## config.mk

```make
export PLATFORM = sky130hd
export DESIGN_NAME = ptb_top
export DESIGN_NICKNAME = d
export VERILOG_FILES = /design/src/ptb_pkg.sv /design/src/ptb_trig_if.sv /design/src/ptb_trig_comb.sv /design/src/ptb_top.sv
export VERILOG_INCLUDE_DIRS = /design/src /design/src/src
export SDC_FILE = /design/constraint.sdc
export NUM_CORES = 1
export LEC_CHECK = 0
export BUFFER_PORTS_ARGS = -buffer_cell sky130_fd_sc_hd__clkbuf_2
export CAP_MARGIN = 20
export CORE_MARGIN = 4
export CORE_UTILIZATION = 44
export CTS_BUF_LIST = sky130_fd_sc_hd__clkbuf_8
export CTS_CLUSTER_DIAMETER = 50
export CTS_CLUSTER_SIZE = 20
export DETAILED_ROUTE_END_ITERATION = 8
export MAX_ROUTING_LAYER = met4
export PLACE_DENSITY = 0.66
export SLEW_MARGIN = 20
export SYNTH_ARGS = -nofsm -noshare
export SYNTH_HDL_FRONTEND = slang
export SYNTH_SLANG_ARGS = --single-unit
export TNS_END_PERCENT = 10
```

## constraint.sdc

```tcl
create_clock -name clk -period 19.3 [get_ports clk]
set_input_delay 5.79 -clock clk [delete_from_list [all_inputs] [get_ports clk]]
set_output_delay 5.79 -clock clk [all_outputs]
set_load 0.01 [all_outputs]
```

## src/ptb_map.svh

```systemverilog
// Register addresses, field positions, reset values of the trigger and breakpoint block
`ifndef PTB_MAP_SVH
`define PTB_MAP_SVH

// Control space addresses
`define PTB_ADDR_TRIG_B     32'h1000_3004
`define PTB_ADDR_INVERT     32'h1000_3008
`define PTB_ADDR_BREAK      32'h1000_300c
`define PTB_ADDR_COUNT_B    32'h1000_3014

// Implemented bits of each register; all others hold nothing and read zero
`define PTB_TRIG_B_MASK     32'h047f_ffff
`define PTB_INVERT_MASK     32'h007f_fffc
`define PTB_BREAK_MASK      32'h0000_0fff

// Reset values
`define PTB_TRIG_B_RESET    32'h0000_0000
`define PTB_INVERT_RESET    32'h0000_0000
`define PTB_BREAK_RESET     32'h0000_0000
`define PTB_COUNT_RESET     32'h0000_0000

// Trigger enable and inversion bit positions
`define PTB_BIT_LEVEL       0
`define PTB_BIT_ANY         1
`define PTB_EV_IC_WAIT      2
`define PTB_EV_IC_PEND      3
`define PTB_EV_IC_STREAM    4
`define PTB_EV_IC_LOOKUP    5
`define PTB_EV_DC_WAIT      6
`define PTB_EV_DC_PEND      7
`define PTB_EV_DC_STREAM    8
`define PTB_EV_DC_LOOKUP    9
`define PTB_EV_WQ_FULL      10
`define PTB_EV_MEM_BUSY     11
`define PTB_EV_LBUS_BUSY    12
`define PTB_EV_MEM_RMW      13
`define PTB_EV_PAGE_HIT     14
`define PTB_EV_PRECHARGE    15
`define PTB_EV_TRANSLATE    16
`define PTB_EV_WALK         17
`define PTB_EV_PRIV         18
`define PTB_EV_BRK_HIT      19
`define PTB_EV_PIPE_HOLD    20
`define PTB_EV_FP_HOLD      21
`define PTB_EV_FQ_HOLD      22
`define PTB_EV_TICK         26

// Breakpoint field positions
`define PTB_BRK_VE          0
`define PTB_BRK_VAS_LO      1
`define PTB_BRK_VAM_LO      3
`define PTB_BRK_TWS_LO      5
`define PTB_BRK_RE          7
`define PTB_BRK_MT_LO       8

`endif

```

## src/ptb_pkg.sv

```systemverilog
// Types shared by the trigger and breakpoint block
package ptb_pkg;
    typedef logic [31:0] ptb_word_type;
    typedef enum logic [1:0] {
        PTB_SRC_ICACHE = 2'h0,
        PTB_SRC_DCACHE = 2'h1,
        PTB_SRC_RSVD   = 2'h2,
        PTB_SRC_PHYS   = 2'h3
    } ptb_addr_src_type;
    typedef enum logic [1:0] {
        PTB_ACC_OFF    = 2'h0,
        PTB_ACC_READ   = 2'h1,
        PTB_ACC_WRITE  = 2'h2,
        PTB_ACC_ATOMIC = 2'h3
    } ptb_access_type;
    typedef enum logic [1:0] {
        PTB_WALK_OFF   = 2'h0,
        PTB_WALK_FETCH = 2'h1,
        PTB_WALK_DATA  = 2'h2,
        PTB_WALK_RSVD  = 2'h3
    } ptb_walk_src_type;
endpackage

```

## src/ptb_trig_if.sv

```systemverilog
// Carrier between event gathering and trigger combining
`timescale 1ns/1ps
`default_nettype none
interface ptb_trig_if;
    ptb_pkg::ptb_word_type events;
    ptb_pkg::ptb_word_type invert;
    ptb_pkg::ptb_word_type enables;
    logic                  incr;
    modport source (output events, output invert, output enables, input incr);
    modport comb   (input events, input invert, input enables, output incr);
endinterface
`default_nettype wire

```

## src/ptb_trig_comb.sv

```systemverilog
// Inverts, selects and combines events into the counter increment strobe
`timescale 1ns/1ps
`default_nettype none
`include "ptb_map.svh"
module ptb_trig_comb (
    // Clock and reset
    input wire logic clk,
    input wire logic rst,
    // Trigger carrier
    ptb_trig_if.comb tif
);
    import ptb_pkg::*;

    ptb_word_type sel;
    ptb_word_type cond;
    logic         any_sel;
    logic         or_all;
    logic         and_all;
    logic         comb_trig;
    logic         comb_prev_q;

    // Inversion before selection, tick bit not invertible
    assign cond    = tif.events ^ (tif.invert & `PTB_INVERT_MASK);
    assign sel     = tif.enables & `PTB_TRIG_B_MASK & ~32'h0000_0003;
    assign any_sel = |sel;
    assign or_all  = |(sel & cond);
    assign and_all = any_sel && (&(~sel | cond));
    assign comb_trig = tif.enables[`PTB_BIT_ANY] ? or_all : and_all;

    // Level counts every high cycle, edge counts rising transitions
    assign tif.incr = tif.enables[`PTB_BIT_LEVEL] ? comb_trig
                                                  : (comb_trig && !comb_prev_q);

    // Previous combined value for edge detection
    always_ff @(posedge clk or posedge rst) begin
        if (rst) comb_prev_q <= 1'b0;
        else     comb_prev_q <= comb_trig;
    end

    a_edge_single_pulse: assert property (@(posedge clk) disable iff (rst)
        (!tif.enables[`PTB_BIT_LEVEL] && $stable(tif.enables) && tif.incr) |-> !$past(tif.incr))
        else $error("edge mode produced back to back increments");
    a_level_follows: assert property (@(posedge clk) disable iff (rst)
        tif.enables[`PTB_BIT_LEVEL] |-> (tif.incr == comb_trig))
        else $error("level mode increment differs from combined trigger");
    a_or_combine: assert property (@(posedge clk) disable iff (rst)
        (tif.enables[`PTB_BIT_ANY] && tif.enables[`PTB_BIT_LEVEL] && (|(sel & cond))) |-> tif.incr)
        else $error("or combine missed an active trigger");
    c_edge_count: cover property (@(posedge clk) disable iff (rst)
        !tif.enables[`PTB_BIT_LEVEL] && tif.incr);
endmodule
`default_nettype wire

```

## src/ptb_top.sv

```systemverilog
// Event gathering, control registers, breakpoint decode and second counter
//
// Function
// - Level bit one means level sensitive triggers; zero means edge sensitive.
// - Combine bit one ORs enabled triggers; zero ANDs them for the strobe.
// - Reserved trigger-enable bits store nothing, read zero; software writes zero.
// - Instruction miss wait rises one cycle after detection, holds until resolved.
// - Instruction miss pending rises one cycle after detection, holds until request.
// - Instruction stream high from first returned word until the line fill ends.
// - Data miss wait and pending rise one cycle later; wait to resolve, pending to request.
// - Data stream high from first returned word until the line fill ends.
// - Write queue full is high exactly while all four buffer entries are valid.
// - Translate event follows the translation attempt input, one cycle late.
// - Tablewalk event is high for the whole of each processor walk.
// - Pipeline hold event follows the stall, one cycle late.
// - Page hit fires once per access to same page as that bank's last.
// - Precharge fires once per access flagged as a page miss before issue.
// - Float hold covers dependency or queue hold; queue hold is the full queue with a float op in the pipe.
// - Clock tick trigger is always active, so enabling it alone in level mode counts every cycle.
// - Privileged event follows the supervisor flag of the processor state.
// - Each set inversion bit inverts that event before enable and combine logic.
// - One breakpoint; enabled field compares are ANDed together or used alone.
// - Address source: 00 instruction, 01 data with write buffer, 11 physical, 10 reserved.
// - Access kind: 00 off, 01 reads on miss, 10 data write miss, 11 atomic.
// - Walk source: 00 off, 01 instruction fetch walks, 10 data walks.
// - Second 32-bit counter increments whenever the combined strobe is asserted and no write to it is made.
// - Size-kind enable additionally requires operation size and type to match.
`timescale 1ns/1ps
`default_nettype none
`include "ptb_map.svh"
module ptb_top #(
    parameter int NUM_BANKS = 4,
    parameter int PAGE_W    = 12
) (
    // Clock and reset
    input  wire logic                  clk,
    input  wire logic                  rst,
    // Control space access
    input  wire ptb_pkg::ptb_word_type cs_addr,
    input  wire logic                  cs_wr,
    input  wire logic                  cs_rd,
    input  wire ptb_pkg::ptb_word_type cs_wdata,
    output ptb_pkg::ptb_word_type      cs_rdata,
    output logic                       cs_rvalid,
    // Cache status
    input  wire logic                  ic_miss_detect,
    input  wire logic                  ic_miss_request,
    input  wire logic                  ic_miss_resolve,
    input  wire logic                  ic_first_word,
    input  wire logic                  ic_fill_done,
    input  wire logic                  ic_lookup,
    input  wire logic                  dc_miss_detect,
    input  wire logic                  dc_miss_request,
    input  wire logic                  dc_miss_resolve,
    input  wire logic                  dc_first_word,
    input  wire logic                  dc_fill_done,
    input  wire logic                  dc_lookup,
    input  wire logic [3:0]            wq_valid,
    // Memory and local bus status
    input  wire logic                  mem_busy,
    input  wire logic                  lbus_busy,
    input  wire logic                  mem_rmw,
    input  wire logic                  mem_access,
    input  wire logic [7:0]            mem_bank,
    input  wire logic [PAGE_W-1:0]     mem_page,
    // Translation and pipeline status
    input  wire logic                  tlb_attempt,
    input  wire logic                  walk_busy,
    input  wire logic                  walk_from_fetch,
    input  wire logic                  psr_super,
    input  wire logic                  pipe_stall,
    input  wire logic                  fp_ldst_dep,
    input  wire logic                  fp_queue_full,
    input  wire logic                  fp_op_in_pipe,
    // Breakpoint operands
    input  wire logic                  bp_ic_addr_hit,
    input  wire logic                  bp_dc_addr_hit,
    input  wire logic                  bp_pa_hit,
    input  wire logic                  op_read_miss,
    input  wire logic                  op_write_miss,
    input  wire logic                  op_atomic,
    input  wire logic [3:0]            op_size_kind,
    // Results
    output logic                       breakpoint_hit,
    output ptb_pkg::ptb_word_type      count_b
);
    import ptb_pkg::*;

    localparam int BANK_W = (NUM_BANKS > 1) ? $clog2(NUM_BANKS) : 1;

    // Refuse bank counts beyond the bank index and empty page fields
    if (NUM_BANKS < 1 || NUM_BANKS > 256 || PAGE_W < 1) begin : g_bad_params
        $error("ptb_top: unsupported bank count or page width");
    end

    ////////////////////////////////////////////////////////////////////////////
    // Registers

    ptb_word_type trig_b_q;
    ptb_word_type invert_q;
    ptb_word_type break_q;
    ptb_word_type count_q;
    ptb_word_type rdata_q;
    logic         rvalid_q;
    ptb_word_type rdata_d;
    logic         wr_trig, wr_inv, wr_brk, wr_cnt;

    ptb_trig_if tif ();

    // Address decode
    assign wr_trig = cs_wr && (cs_addr == `PTB_ADDR_TRIG_B);
    assign wr_inv  = cs_wr && (cs_addr == `PTB_ADDR_INVERT);
    assign wr_brk  = cs_wr && (cs_addr == `PTB_ADDR_BREAK);
    assign wr_cnt  = cs_wr && (cs_addr == `PTB_ADDR_COUNT_B);

    // Read select, unmapped addresses read zero
    assign rdata_d = (cs_addr == `PTB_ADDR_TRIG_B)  ? trig_b_q :
                     (cs_addr == `PTB_ADDR_INVERT)  ? invert_q :
                     (cs_addr == `PTB_ADDR_BREAK)   ? break_q  :
                     (cs_addr == `PTB_ADDR_COUNT_B) ? count_q  : 32'h0000_0000;

    // Control registers keep only implemented bits
    always_ff @(posedge clk or posedge rst) begin
        if (rst) begin
            trig_b_q <= `PTB_TRIG_B_RESET;
            invert_q <= `PTB_INVERT_RESET;
            break_q  <= `PTB_BREAK_RESET;
        end else begin
            if (wr_trig) trig_b_q <= cs_wdata & `PTB_TRIG_B_MASK;
            if (wr_inv)  invert_q <= cs_wdata & `PTB_INVERT_MASK;
            if (wr_brk)  break_q  <= cs_wdata & `PTB_BREAK_MASK;
        end
    end

    // Second counter, a software write wins over an increment
    always_ff @(posedge clk or posedge rst) begin
        if (rst)           count_q <= `PTB_COUNT_RESET;
        else if (wr_cnt)   count_q <= cs_wdata;
        else if (tif.incr) count_q <= count_q + 32'h0000_0001;
    end

    // Read data registered, valid one cycle after the read strobe
    always_ff @(posedge clk or posedge rst) begin
        if (rst) begin
            rdata_q  <= 32'h0000_0000;
            rvalid_q <= 1'b0;
        end else begin
            rvalid_q <= cs_rd;
            if (cs_rd) rdata_q <= rdata_d;
        end
    end

    assign cs_rdata  = rdata_q;
    assign cs_rvalid = rvalid_q;
    assign count_b   = count_q;

    ////////////////////////////////////////////////////////////////////////////
    // Cache miss and stream events

    logic ic_wait_q, ic_pend_q, ic_stream_q;
    logic dc_wait_q, dc_pend_q, dc_stream_q;

    // Miss flags rise the cycle after detection; stream flags on first word
    always_ff @(posedge clk or posedge rst) begin
        if (rst) begin
            ic_wait_q   <= 1'b0;
            ic_pend_q   <= 1'b0;
            ic_stream_q <= 1'b0;
            dc_wait_q   <= 1'b0;
            dc_pend_q   <= 1'b0;
            dc_stream_q <= 1'b0;
        end else begin
            ic_wait_q   <= ic_miss_detect || (ic_wait_q && !ic_miss_resolve);
            ic_pend_q   <= ic_miss_detect || (ic_pend_q && !ic_miss_request);
            ic_stream_q <= ic_first_word || (ic_stream_q && !ic_fill_done);
            dc_wait_q   <= dc_miss_detect || (dc_wait_q && !dc_miss_resolve);
            dc_pend_q   <= dc_miss_detect || (dc_pend_q && !dc_miss_request);
            dc_stream_q <= dc_first_word || (dc_stream_q && !dc_fill_done);
        end
    end

    ////////////////////////////////////////////////////////////////////////////
    // Memory, translation and pipeline events

    logic                 xlate_q, hold_q, page_hit, precharge;
    logic                 wq_full, fq_hold, fp_hold;
    logic [BANK_W-1:0]    bank_idx;
    logic [PAGE_W-1:0]    last_page_q [NUM_BANKS];
    logic [NUM_BANKS-1:0] page_valid_q;

    // Page match against the last page opened in this bank
    assign bank_idx  = mem_bank[BANK_W-1:0];
    assign page_hit  = mem_access && page_valid_q[bank_idx]
                       && (last_page_q[bank_idx] == mem_page);
    assign precharge = mem_access && !page_hit;
    assign wq_full   = &wq_valid;
    assign fq_hold   = fp_queue_full && fp_op_in_pipe;
    assign fp_hold   = fp_ldst_dep || fq_hold;

    // Per-bank open page tracking
    always_ff @(posedge clk or posedge rst) begin
        if (rst) begin
            page_valid_q <= '0;
            for (int i = 0; i < NUM_BANKS; i++) last_page_q[i] <= '0;
        end else if (mem_access) begin
            page_valid_q[bank_idx] <= 1'b1;
            last_page_q[bank_idx]  <= mem_page;
        end
    end

    // Translation pulse and delayed stall
    always_ff @(posedge clk or posedge rst) begin
        if (rst) begin
            xlate_q <= 1'b0;
            hold_q  <= 1'b0;
        end else begin
            xlate_q <= tlb_attempt;
            hold_q  <= pipe_stall;
        end
    end

    ////////////////////////////////////////////////////////////////////////////
    // Breakpoint decode

    ptb_addr_src_type addr_src;
    ptb_access_type   acc_kind;
    ptb_walk_src_type walk_src;
    logic             addr_ok, acc_ok, walk_ok, size_ok;
    logic             any_field, brk_match, brk_q;

    assign addr_src = ptb_addr_src_type'(break_q[`PTB_BRK_VAS_LO +: 2]);
    assign acc_kind = ptb_access_type'(break_q[`PTB_BRK_VAM_LO +: 2]);
    assign walk_src = ptb_walk_src_type'(break_q[`PTB_BRK_TWS_LO +: 2]);

    // Address compare by selected source; reserved source never matches
    assign addr_ok = !break_q[`PTB_BRK_VE] ||
                     ((addr_src == PTB_SRC_ICACHE) && bp_ic_addr_hit) ||
                     ((addr_src == PTB_SRC_DCACHE) && bp_dc_addr_hit) ||
                     ((addr_src == PTB_SRC_PHYS)   && bp_pa_hit);
    assign acc_ok  = (acc_kind == PTB_ACC_OFF) ||
                     ((acc_kind == PTB_ACC_READ)   && op_read_miss) ||
                     ((acc_kind == PTB_ACC_WRITE)  && op_write_miss) ||
                     ((acc_kind == PTB_ACC_ATOMIC) && op_atomic);
    assign walk_ok = (walk_src == PTB_WALK_OFF) ||
                     ((walk_src == PTB_WALK_FETCH) && walk_busy && walk_from_fetch) ||
                     ((walk_src == PTB_WALK_DATA)  && walk_busy && !walk_from_fetch);
    assign size_ok = !break_q[`PTB_BRK_RE] ||
                     (op_size_kind == break_q[`PTB_BRK_MT_LO +: 4]);
    assign any_field = break_q[`PTB_BRK_VE] || (acc_kind != PTB_ACC_OFF)
                       || (walk_src != PTB_WALK_OFF) || break_q[`PTB_BRK_RE];
    assign brk_match = any_field && addr_ok && acc_ok && walk_ok && size_ok;

    // Registered hit indication
    always_ff @(posedge clk or posedge rst) begin
        if (rst) brk_q <= 1'b0;
        else     brk_q <= brk_match;
    end

    assign breakpoint_hit = brk_q;

    ////////////////////////////////////////////////////////////////////////////
    // Event vector and trigger combining

    always_comb begin
        tif.events = 32'h0000_0000;
        tif.events[`PTB_EV_IC_WAIT]   = ic_wait_q;
        tif.events[`PTB_EV_IC_PEND]   = ic_pend_q;
        tif.events[`PTB_EV_IC_STREAM] = ic_stream_q;
        tif.events[`PTB_EV_IC_LOOKUP] = ic_lookup;
        tif.events[`PTB_EV_DC_WAIT]   = dc_wait_q;
        tif.events[`PTB_EV_DC_PEND]   = dc_pend_q;
        tif.events[`PTB_EV_DC_STREAM] = dc_stream_q;
        tif.events[`PTB_EV_DC_LOOKUP] = dc_lookup;
        tif.events[`PTB_EV_WQ_FULL]   = wq_full;
        tif.events[`PTB_EV_MEM_BUSY]  = mem_busy;
        tif.events[`PTB_EV_LBUS_BUSY] = lbus_busy;
        tif.events[`PTB_EV_MEM_RMW]   = mem_rmw;
        tif.events[`PTB_EV_PAGE_HIT]  = page_hit;
        tif.events[`PTB_EV_PRECHARGE] = precharge;
        tif.events[`PTB_EV_TRANSLATE] = xlate_q;
        tif.events[`PTB_EV_WALK]      = walk_busy;
        tif.events[`PTB_EV_PRIV]      = psr_super;
        tif.events[`PTB_EV_BRK_HIT]   = brk_q;
        tif.events[`PTB_EV_PIPE_HOLD] = hold_q;
        tif.events[`PTB_EV_FP_HOLD]   = fp_hold;
        tif.events[`PTB_EV_FQ_HOLD]   = fq_hold;
        tif.events[`PTB_EV_TICK]      = 1'b1;
    end

    assign tif.invert  = invert_q;
    assign tif.enables = trig_b_q;

    ptb_trig_comb u_comb (
        .clk (clk),
        .rst (rst),
        .tif (tif.comb)
    );

    ////////////////////////////////////////////////////////////////////////////
    // Checks

    a_ic_wait_rise: assert property (@(posedge clk) disable iff (rst)
        ic_miss_detect |=> ic_wait_q)
        else $error("instruction wait did not rise after miss");
    a_ic_pend_drop: assert property (@(posedge clk) disable iff (rst)
        (ic_miss_request && !ic_miss_detect) |=> !ic_pend_q)
        else $error("instruction pending held past request");
    a_dc_wait_hold: assert property (@(posedge clk) disable iff (rst)
        (dc_wait_q && !dc_miss_resolve) |=> dc_wait_q)
        else $error("data wait dropped before resolve");
    a_wq_full_exact: assert property (@(posedge clk) disable iff (rst)
        tif.events[`PTB_EV_WQ_FULL] == (wq_valid == 4'hf))
        else $error("write queue full event mismatch");
    a_pipe_delay: assert property (@(posedge clk) disable iff (rst)
        pipe_stall |=> tif.events[`PTB_EV_PIPE_HOLD])
        else $error("pipeline hold not one cycle after stall");
    a_count_step: assert property (@(posedge clk) disable iff (rst)
        (tif.incr && !wr_cnt) |=> (count_q == $past(count_q) + 32'h0000_0001))
        else $error("counter did not advance on strobe");
    a_tick_level: assert property (@(posedge clk) disable iff (rst)
        (trig_b_q == 32'h0400_0001) |-> tif.incr)
        else $error("tick trigger in level mode missed a cycle");
    a_rsvd_zero: assert property (@(posedge clk) disable iff (rst)
        (trig_b_q & ~`PTB_TRIG_B_MASK) == 32'h0000_0000)
        else $error("reserved trigger bits hold storage");
    a_brk_hit: assert property (@(posedge clk) disable iff (rst)
        (break_q[2:0] == 3'h7 && bp_pa_hit && acc_ok && walk_ok && size_ok) |=> breakpoint_hit)
        else $error("physical address breakpoint missed");
    c_breakpoint: cover property (@(posedge clk) disable iff (rst) breakpoint_hit);
    c_and_count: cover property (@(posedge clk) disable iff (rst)
        !trig_b_q[`PTB_BIT_ANY] && tif.incr);
    c_page_hit: cover property (@(posedge clk) disable iff (rst) page_hit);
endmodule
`default_nettype wire

```

After elaboration in Yosys (flattened, before gate mapping):

Index checks and enable logic that the tools add are counted.

* register bits: 184
* bits of input ports: 126
* output and inout bits: 66
* word-level logic and storage cells: 135

* mux-type cells: 18
* reduce and logical (&&, ||, !) cells: 72
* bitwise gates (word level): 6
* equality and inequality tests: 13
* magnitude comparators: 4
* add/sub/neg operators: 1

Operators by type and width (number)
* $mux 32: 6
* $eq 32x29->1 const B: 4
* $bwmux 48: 1
* $mux 12: 3
* $add 32x1->32 const B: 1
* $and 27x32->32: 1
* $logic_and 1x1->1: 32
* $not 27->32: 1
* $or 32x32->32: 1
* $reduce_and 32->1: 1
* $reduce_or 32->1: 1
* $xor 27x23->27: 1
* $bmux 12 s2: 1
* $demux 12 s2: 1
* $reduce_or 22->1: 1
* $logic_or 1x1->1: 19
* $eq 12x12->1: 1
* $logic_not 1->1: 11
* $eq 2x2->1 const B: 4
* $eq 2x1->1 const B: 3
* $logic_not 2->1: 3
* $reduce_bool 2->1: 3
* $eq 4x4->1: 1
* $mux 1: 4
* 9 further kinds: 9

Depth between registers and ports, before layout:

* depth in word-level cells: 17
* depth in mapped cells: 13
* mapped depth without buffers: 9

Cells and area by module:

From an unflattened synthesis, not the netlist that was laid out.

* cell total of the unflattened synthesis: 842
* area, all modules: 9367.7 µm²

Modules (own cells, without submodules)
* ptb_top: instances 1, cells each 750, area each 8779.7 µm², seq. area each 4579.4 µm²
* ptb_trig_comb: instances 1, cells each 92, area each 588.1 µm², seq. area each 25.0 µm²

Worst setup path before layout:

No wires, ideal clock.

* path kind: input port to flip-flop
* from: in mem_bank[0]
* to: reg count_q[25], in the netlist count_b[25]
* stages on the path: 11
* buffers on the path: 2
* path slack: 10932 ps
* required time: 19220 ps
* arrival: 8288 ps
* path through: buf_6 buf_12 mux4_2 xnor2_1 nand4_1 nor4_2 nand2_1 mux2i_4 o31ai_4 or4_4 o211ai_2

* cells in the longest elaborated chain, start to end: 16
* elaborated cells between the ends (all ways): 21
* classes of those cells: eq/ne: 1; mux: 7; bitwise: 4; reduce/logical: 9

Ends and longest elaborated chain
* from (decl): line ptb_top.sv:64 `input wire logic [7:0] mem_bank,`
* $not 2->3 (not written as such): line ptb_top.sv:194 `&& (last_page_q[bank_idx] == mem_page);`
* $bmux 12 s2: line ptb_top.sv:194
* $mux 12 (not written as such) (2 in a row): line ptb_top.sv:194
* $eq 12x12->1: line ptb_top.sv:194
* $logic_and 1x1->1 (*): line ptb_top.sv:194
* $logic_not 1->1: line ptb_top.sv:195 `assign precharge = mem_access && !page_hit;`
* $logic_and 1x1->1: line ptb_top.sv:195
* $xor 27x23->27 (*): line ptb_trig_comb.sv:23 `` assign cond = tif.events ^ (tif.invert & `PTB_INVERT_MASK); ``
* $or 32x32->32: line ptb_trig_comb.sv:27 `assign and_all = any_sel && (&(~sel | cond));`
* $reduce_and 32->1: line ptb_trig_comb.sv:27
* $logic_and 1x1->1: line ptb_trig_comb.sv:27
* $mux 1 (*): line ptb_trig_comb.sv:28 `` assign comb_trig = tif.enables[`PTB_BIT_ANY] ? or_all : and_all; ``
* $logic_and 1x1->1: line ptb_trig_comb.sv:32 `: (comb_trig && !comb_prev_q);`
* $mux 1 (*): line ptb_trig_comb.sv:31 `` assign tif.incr = tif.enables[`PTB_BIT_LEVEL] ? comb_trig ``
* $reduce_bool 2->1 (no source line) (*)
* to (signal assigned): line ptb_top.sv:137 `` if (rst) count_q <= `PTB_COUNT_RESET; ``
* to (signal assigned): line ptb_top.sv:138 `else if (wr_cnt) count_q <= cs_wdata;`
* to (signal assigned): line ptb_top.sv:139 `else if (tif.incr) count_q <= count_q + 32'h0000_0001;`
* to (decl): line ptb_top.sv:102 `ptb_word_type count_q;`

Mark *: on every way between the ends. The rest lies on a longest branch, timed or not. The select of a mux whose other input is x is not followed.
A chain may end at the register's enable or synchronous reset.

Final worst setup path:

* from: in mem_bank[0]
* to: reg count_q[6], in the netlist count_b[6]

Same word-level chain as after synthesis.

==> summary.txt <==
Synthesis
  • Ys Warns: 0
  • Mapped Cells: 844
  • Syn_nets: 971
  • EDFF count, synth: 0
  • Netlist cell types: 61
  • Synth Flop Type: dfrtp_1
  • Synthesized flop and latch total: 184
  • Yosys top cell area share: 49.3%
  • Post-synthesis instance area: 9350 um^2
  • Post-synth top area cell: dfrtp_1
  • Top post-synthesis cells by area: dfrtp_1, mux2_2, xnor2_1
  • Sequential fraction of the synthesis area: 49.3%
  • Post-synth ARST share: 100%
  • Synth Area per Inst: 11.1 um^2

Setup path
  • WS Path Type: in2reg
  • CP max stage delay: 0.90 ns
  • R2R cell count: 9
  • Crit path max fanout: 22
  • Crit-path cells: clkbuf_2, mux4_1, xnor2_1, nand4_1, nor4_2, a211oi_1, o211a_2, o31ai_2, xnor2_1, mux2_2
  • R2r startpoint: last_page_q[26]
  • CP delay by family, top: compound AO/OA/AOI/OAI gates
  • Crit-path slowest cell: o31ai_2
  • Crit path arrival time: 9.45 ns
  • Crit path required time: 19.67 ns
  • Worst r2r dst: count_b[6]
  • CP Launch Type: primary input
  • Crit-path most repeated cell: xnor2_1
  • CP Capture Type: flop
  • R2r setup slk: 15.82 ns
  • Crit path buf inv count: 1

Drt
  • Vias per inst: 5.77
  • DRT Pass-1 Iters: 6
  • Antenna viol nets, final: 0
  • Vias: 7,524
  • Wire per inst: 20.0 um
  • Post-route DRC: 0
  • Initial detailed-routing violation count: 793
  • Wirelength, routed: 26,200 um

Floorplanning
  • Cell Rows: 53
  • I/O pins: 192
  • Die Area: 23,600 um^2
  • Starting Density: 44.6%
  • Core box area: 21,000 um^2
  • Die Wd: 154 um
  • Die H: 154 um

CTS
  • Post-cts sizing count: 0
  • Post-CTS setup buffers: 0
  • Cts bufs inserted: 17
  • CTS tree: yes
  • Clock Latency Late Sink: 0.49 ns
  • CTS H-tree depth: 4
  • Hold-fix buffers, CTS: 0
  • Worst-path clk slew: 0.10 ns
  • CTS Sinks: 184
  • Root buffer cell: clkbuf_8
  • Maximum clock path buffer count: 2

Pwr
  • Max VDD drop: 49.7 uV
  • Leak: 0.00498 uW
  • Internal Power: 561 uW
  • Power Density: 71.0 nW/um^2
  • Comb pwr share: 10.9%
  • Switch share: 27.6%
  • Clk network pwr share: 35.1%
  • Sequential Power Share: 54.0%
  • Sw Pwr: 214 uW

Min path
  • Cell depth of the worst hold path: 1
  • Worst min-delay path startpoint: page_valid_q[2]
  • Worst Hold Class: reg2reg
  • Worst hold endpoint: page_valid_q[2]

Layout
  • P&R area growth vs syn: 16.9%
  • Most frequent cells in the layout: clkbuf_2, dfrtp_1, mux2_2
  • Fin nets: 1,143
  • Share of post-route cells with drive strength above 1: 34.9%
  • Final Cell Area: 10,900 um^2
  • Most common cell after layout, fill and taps aside: clkbuf_2
  • Number of fill cells: 1,961

Timing
  • Fin crit period: 9.09 ns
  • Crit share post-route: 47.1%
  • Fmax: 0.110 GHz
  • Final setup vio count: 0
  • Setup tns final: 0 ns
  • Worst Skew: 0.0203 ns
  • RSZ-0062 raised after global routing: no
  • Max Slew Vio Count: 0
  • Worst Max-Slew Pin Slew: 1.03 ns
  • Hold violation total from the final report: 0
  • Worst slew margin: 31.0%

GRT
  • Total gr overflow: 0
  • Initial antenna violation count: 1
  • Largest net degree at the start of global routing: 116
  • First-pass GRT wire length: 41,500 um
  • Number of global-route vias before repair: 7,272
  • Global Route Usage Sum: 22.8%

Placement
  • Post-DP Area: 10,500 um^2
  • Routability cong.: 0.921
  • HPWL after detailed placement: 18,700 um
  • Count of input and output buffers: 185

Outcome
  • Status: finished clean

Flow run
  • Max-cap violations: 0
## final cells by class
class                   count  area [um^2]  area share, %
well taps                 275          344           3.15
clock inverters            15          171           1.57
diodes                      1         2.50         0.0229
inverters                  57          221           2.03
multi-input cells         562         4340           39.8
repair buffers            194         1000           9.16
clock buffers              17          234           2.14
flip-flops and latches    184         4600           42.2
## metal layers
| metal | track usage, % | vias to the layer above | share of wire (%) |
|---|---|---|---|
| met3 | 3.77 | 31 | 6.2 |
| met4 | 5.76 | 0 | 1.5 |
| met2 | 36.4 | 278 | 49 |
| met5 | - | - | 0 |
| met1 | 30.6 | 3739 | 43 |
| li1 | - | 3476 | - |
## worst max-delay path by stage
| stage | from | endpoint | depth (start not counted) |
|---|---|---|---|
| final | mem_bank[0] | count_b[6] | 10 |
| after global routing | mem_bank[0] | count_b[9] | 10 |
| after CTS | mem_bank[0] | count_b[12] | 10 |
| after detailed placement | mem_bank[0] | count_b[12] | 10 |
| after global placement | mem_bank[0] | count_b[6] | 10 |
| after floorplan | rst | break_q[0] | 1 |
## power by group through the flow
stage / Clock [uW] / Combinational [uW] / Sequential (uW)
CTS: 278 / 86.4 / 419
global placement: 0 / 84.3 / 425
finish: 272 / 84.9 / 419
floorplan: 0 / 55.7 / 424
detailed placement: 0 / 86.0 / 427
global route: 295 / 94.3 / 421
## through the flow
| step | util, % | instances | setup slack (ns) | hold WS [ns] | total power (uW) |
|---|---|---|---|---|---|
| after floorplan | - | 844 | 8.51 | 0.428 | 479 |
| after global placement | 50.1 | 1271 | 9.75 | 0.445 | 509 |
| after detailed placement | 50.2 | 1272 | 9.68 | 0.452 | 513 |
| after CTS | 52.1 | 1304 | 10.22 | 0.480 | 783 |
| after global routing | 52.1 | 1305 | 9.89 | 0.506 | 811 |
| final | 52.1 | 1305 | 10.21 | 0.478 | 775 |
## cell families (layout without fill, tap and decap cells)
| kind of cell | count (synthesis) | count (layout) | synth area share [%] |
|---|---|---|---|
| flops | 184 | 184 | 49.3 |
| compound gates | 165 | 165 | 12.3 |
| buf+inv | 98 | 283 | 4.46 |
| mux | 140 | 140 | 17.9 |
| xor+xnor | 38 | 38 | 3.56 |
| fa+ha+maj | 1 | 1 | 0.134 |
| simple gates | 218 | 218 | 12.4 |
| other cells | 0 | 1 | 0 |
## Yosys cell counts, types with 2 or more instances
master	instances
a21o_1	6
a21oi_1	13
a222oi_1	13
a22oi_1	29
a31oi_1	34
a41oi_1	2
and2_1	5
and3_1	13
buf_1	6
buf_2	5
buf_6	3
clkbuf_1	25
dfrtp_1	184
inv_1	57
mux2_2	110
mux2i_1	20
mux4_1	2
mux4_2	7
nand2_1	32
nand2b_1	6
nand3_1	32
nand4_1	8
nor2_1	50
nor2b_1	6
nor3_1	9
nor3b_1	2
nor4_1	12
o211ai_1	4
o211ai_2	4
o21ai_0	35
o22ai_1	9
o311ai_0	2
o31ai_1	5
or2_2	2
or3_1	22
or4_1	9
xnor2_1	28
xor2_1	10
## state kept, by name (all words and copies together), names as in the netlist
name and flops:
page_valid_q 4, dc_stream_q 1, invert_q 21, u_comb.comb_prev_q 1
cs_rdata 32, ic_wait_q 1, last_page_q 48, ic_pend_q 1
breakpoint_hit 1, xlate_q 1, dc_wait_q 1, dc_pend_q 1
break_q 12, hold_q 1, tif.enables 24, count_b 32
cs_rvalid 1, ic_stream_q 1
(Power assumes the default switching activity.)
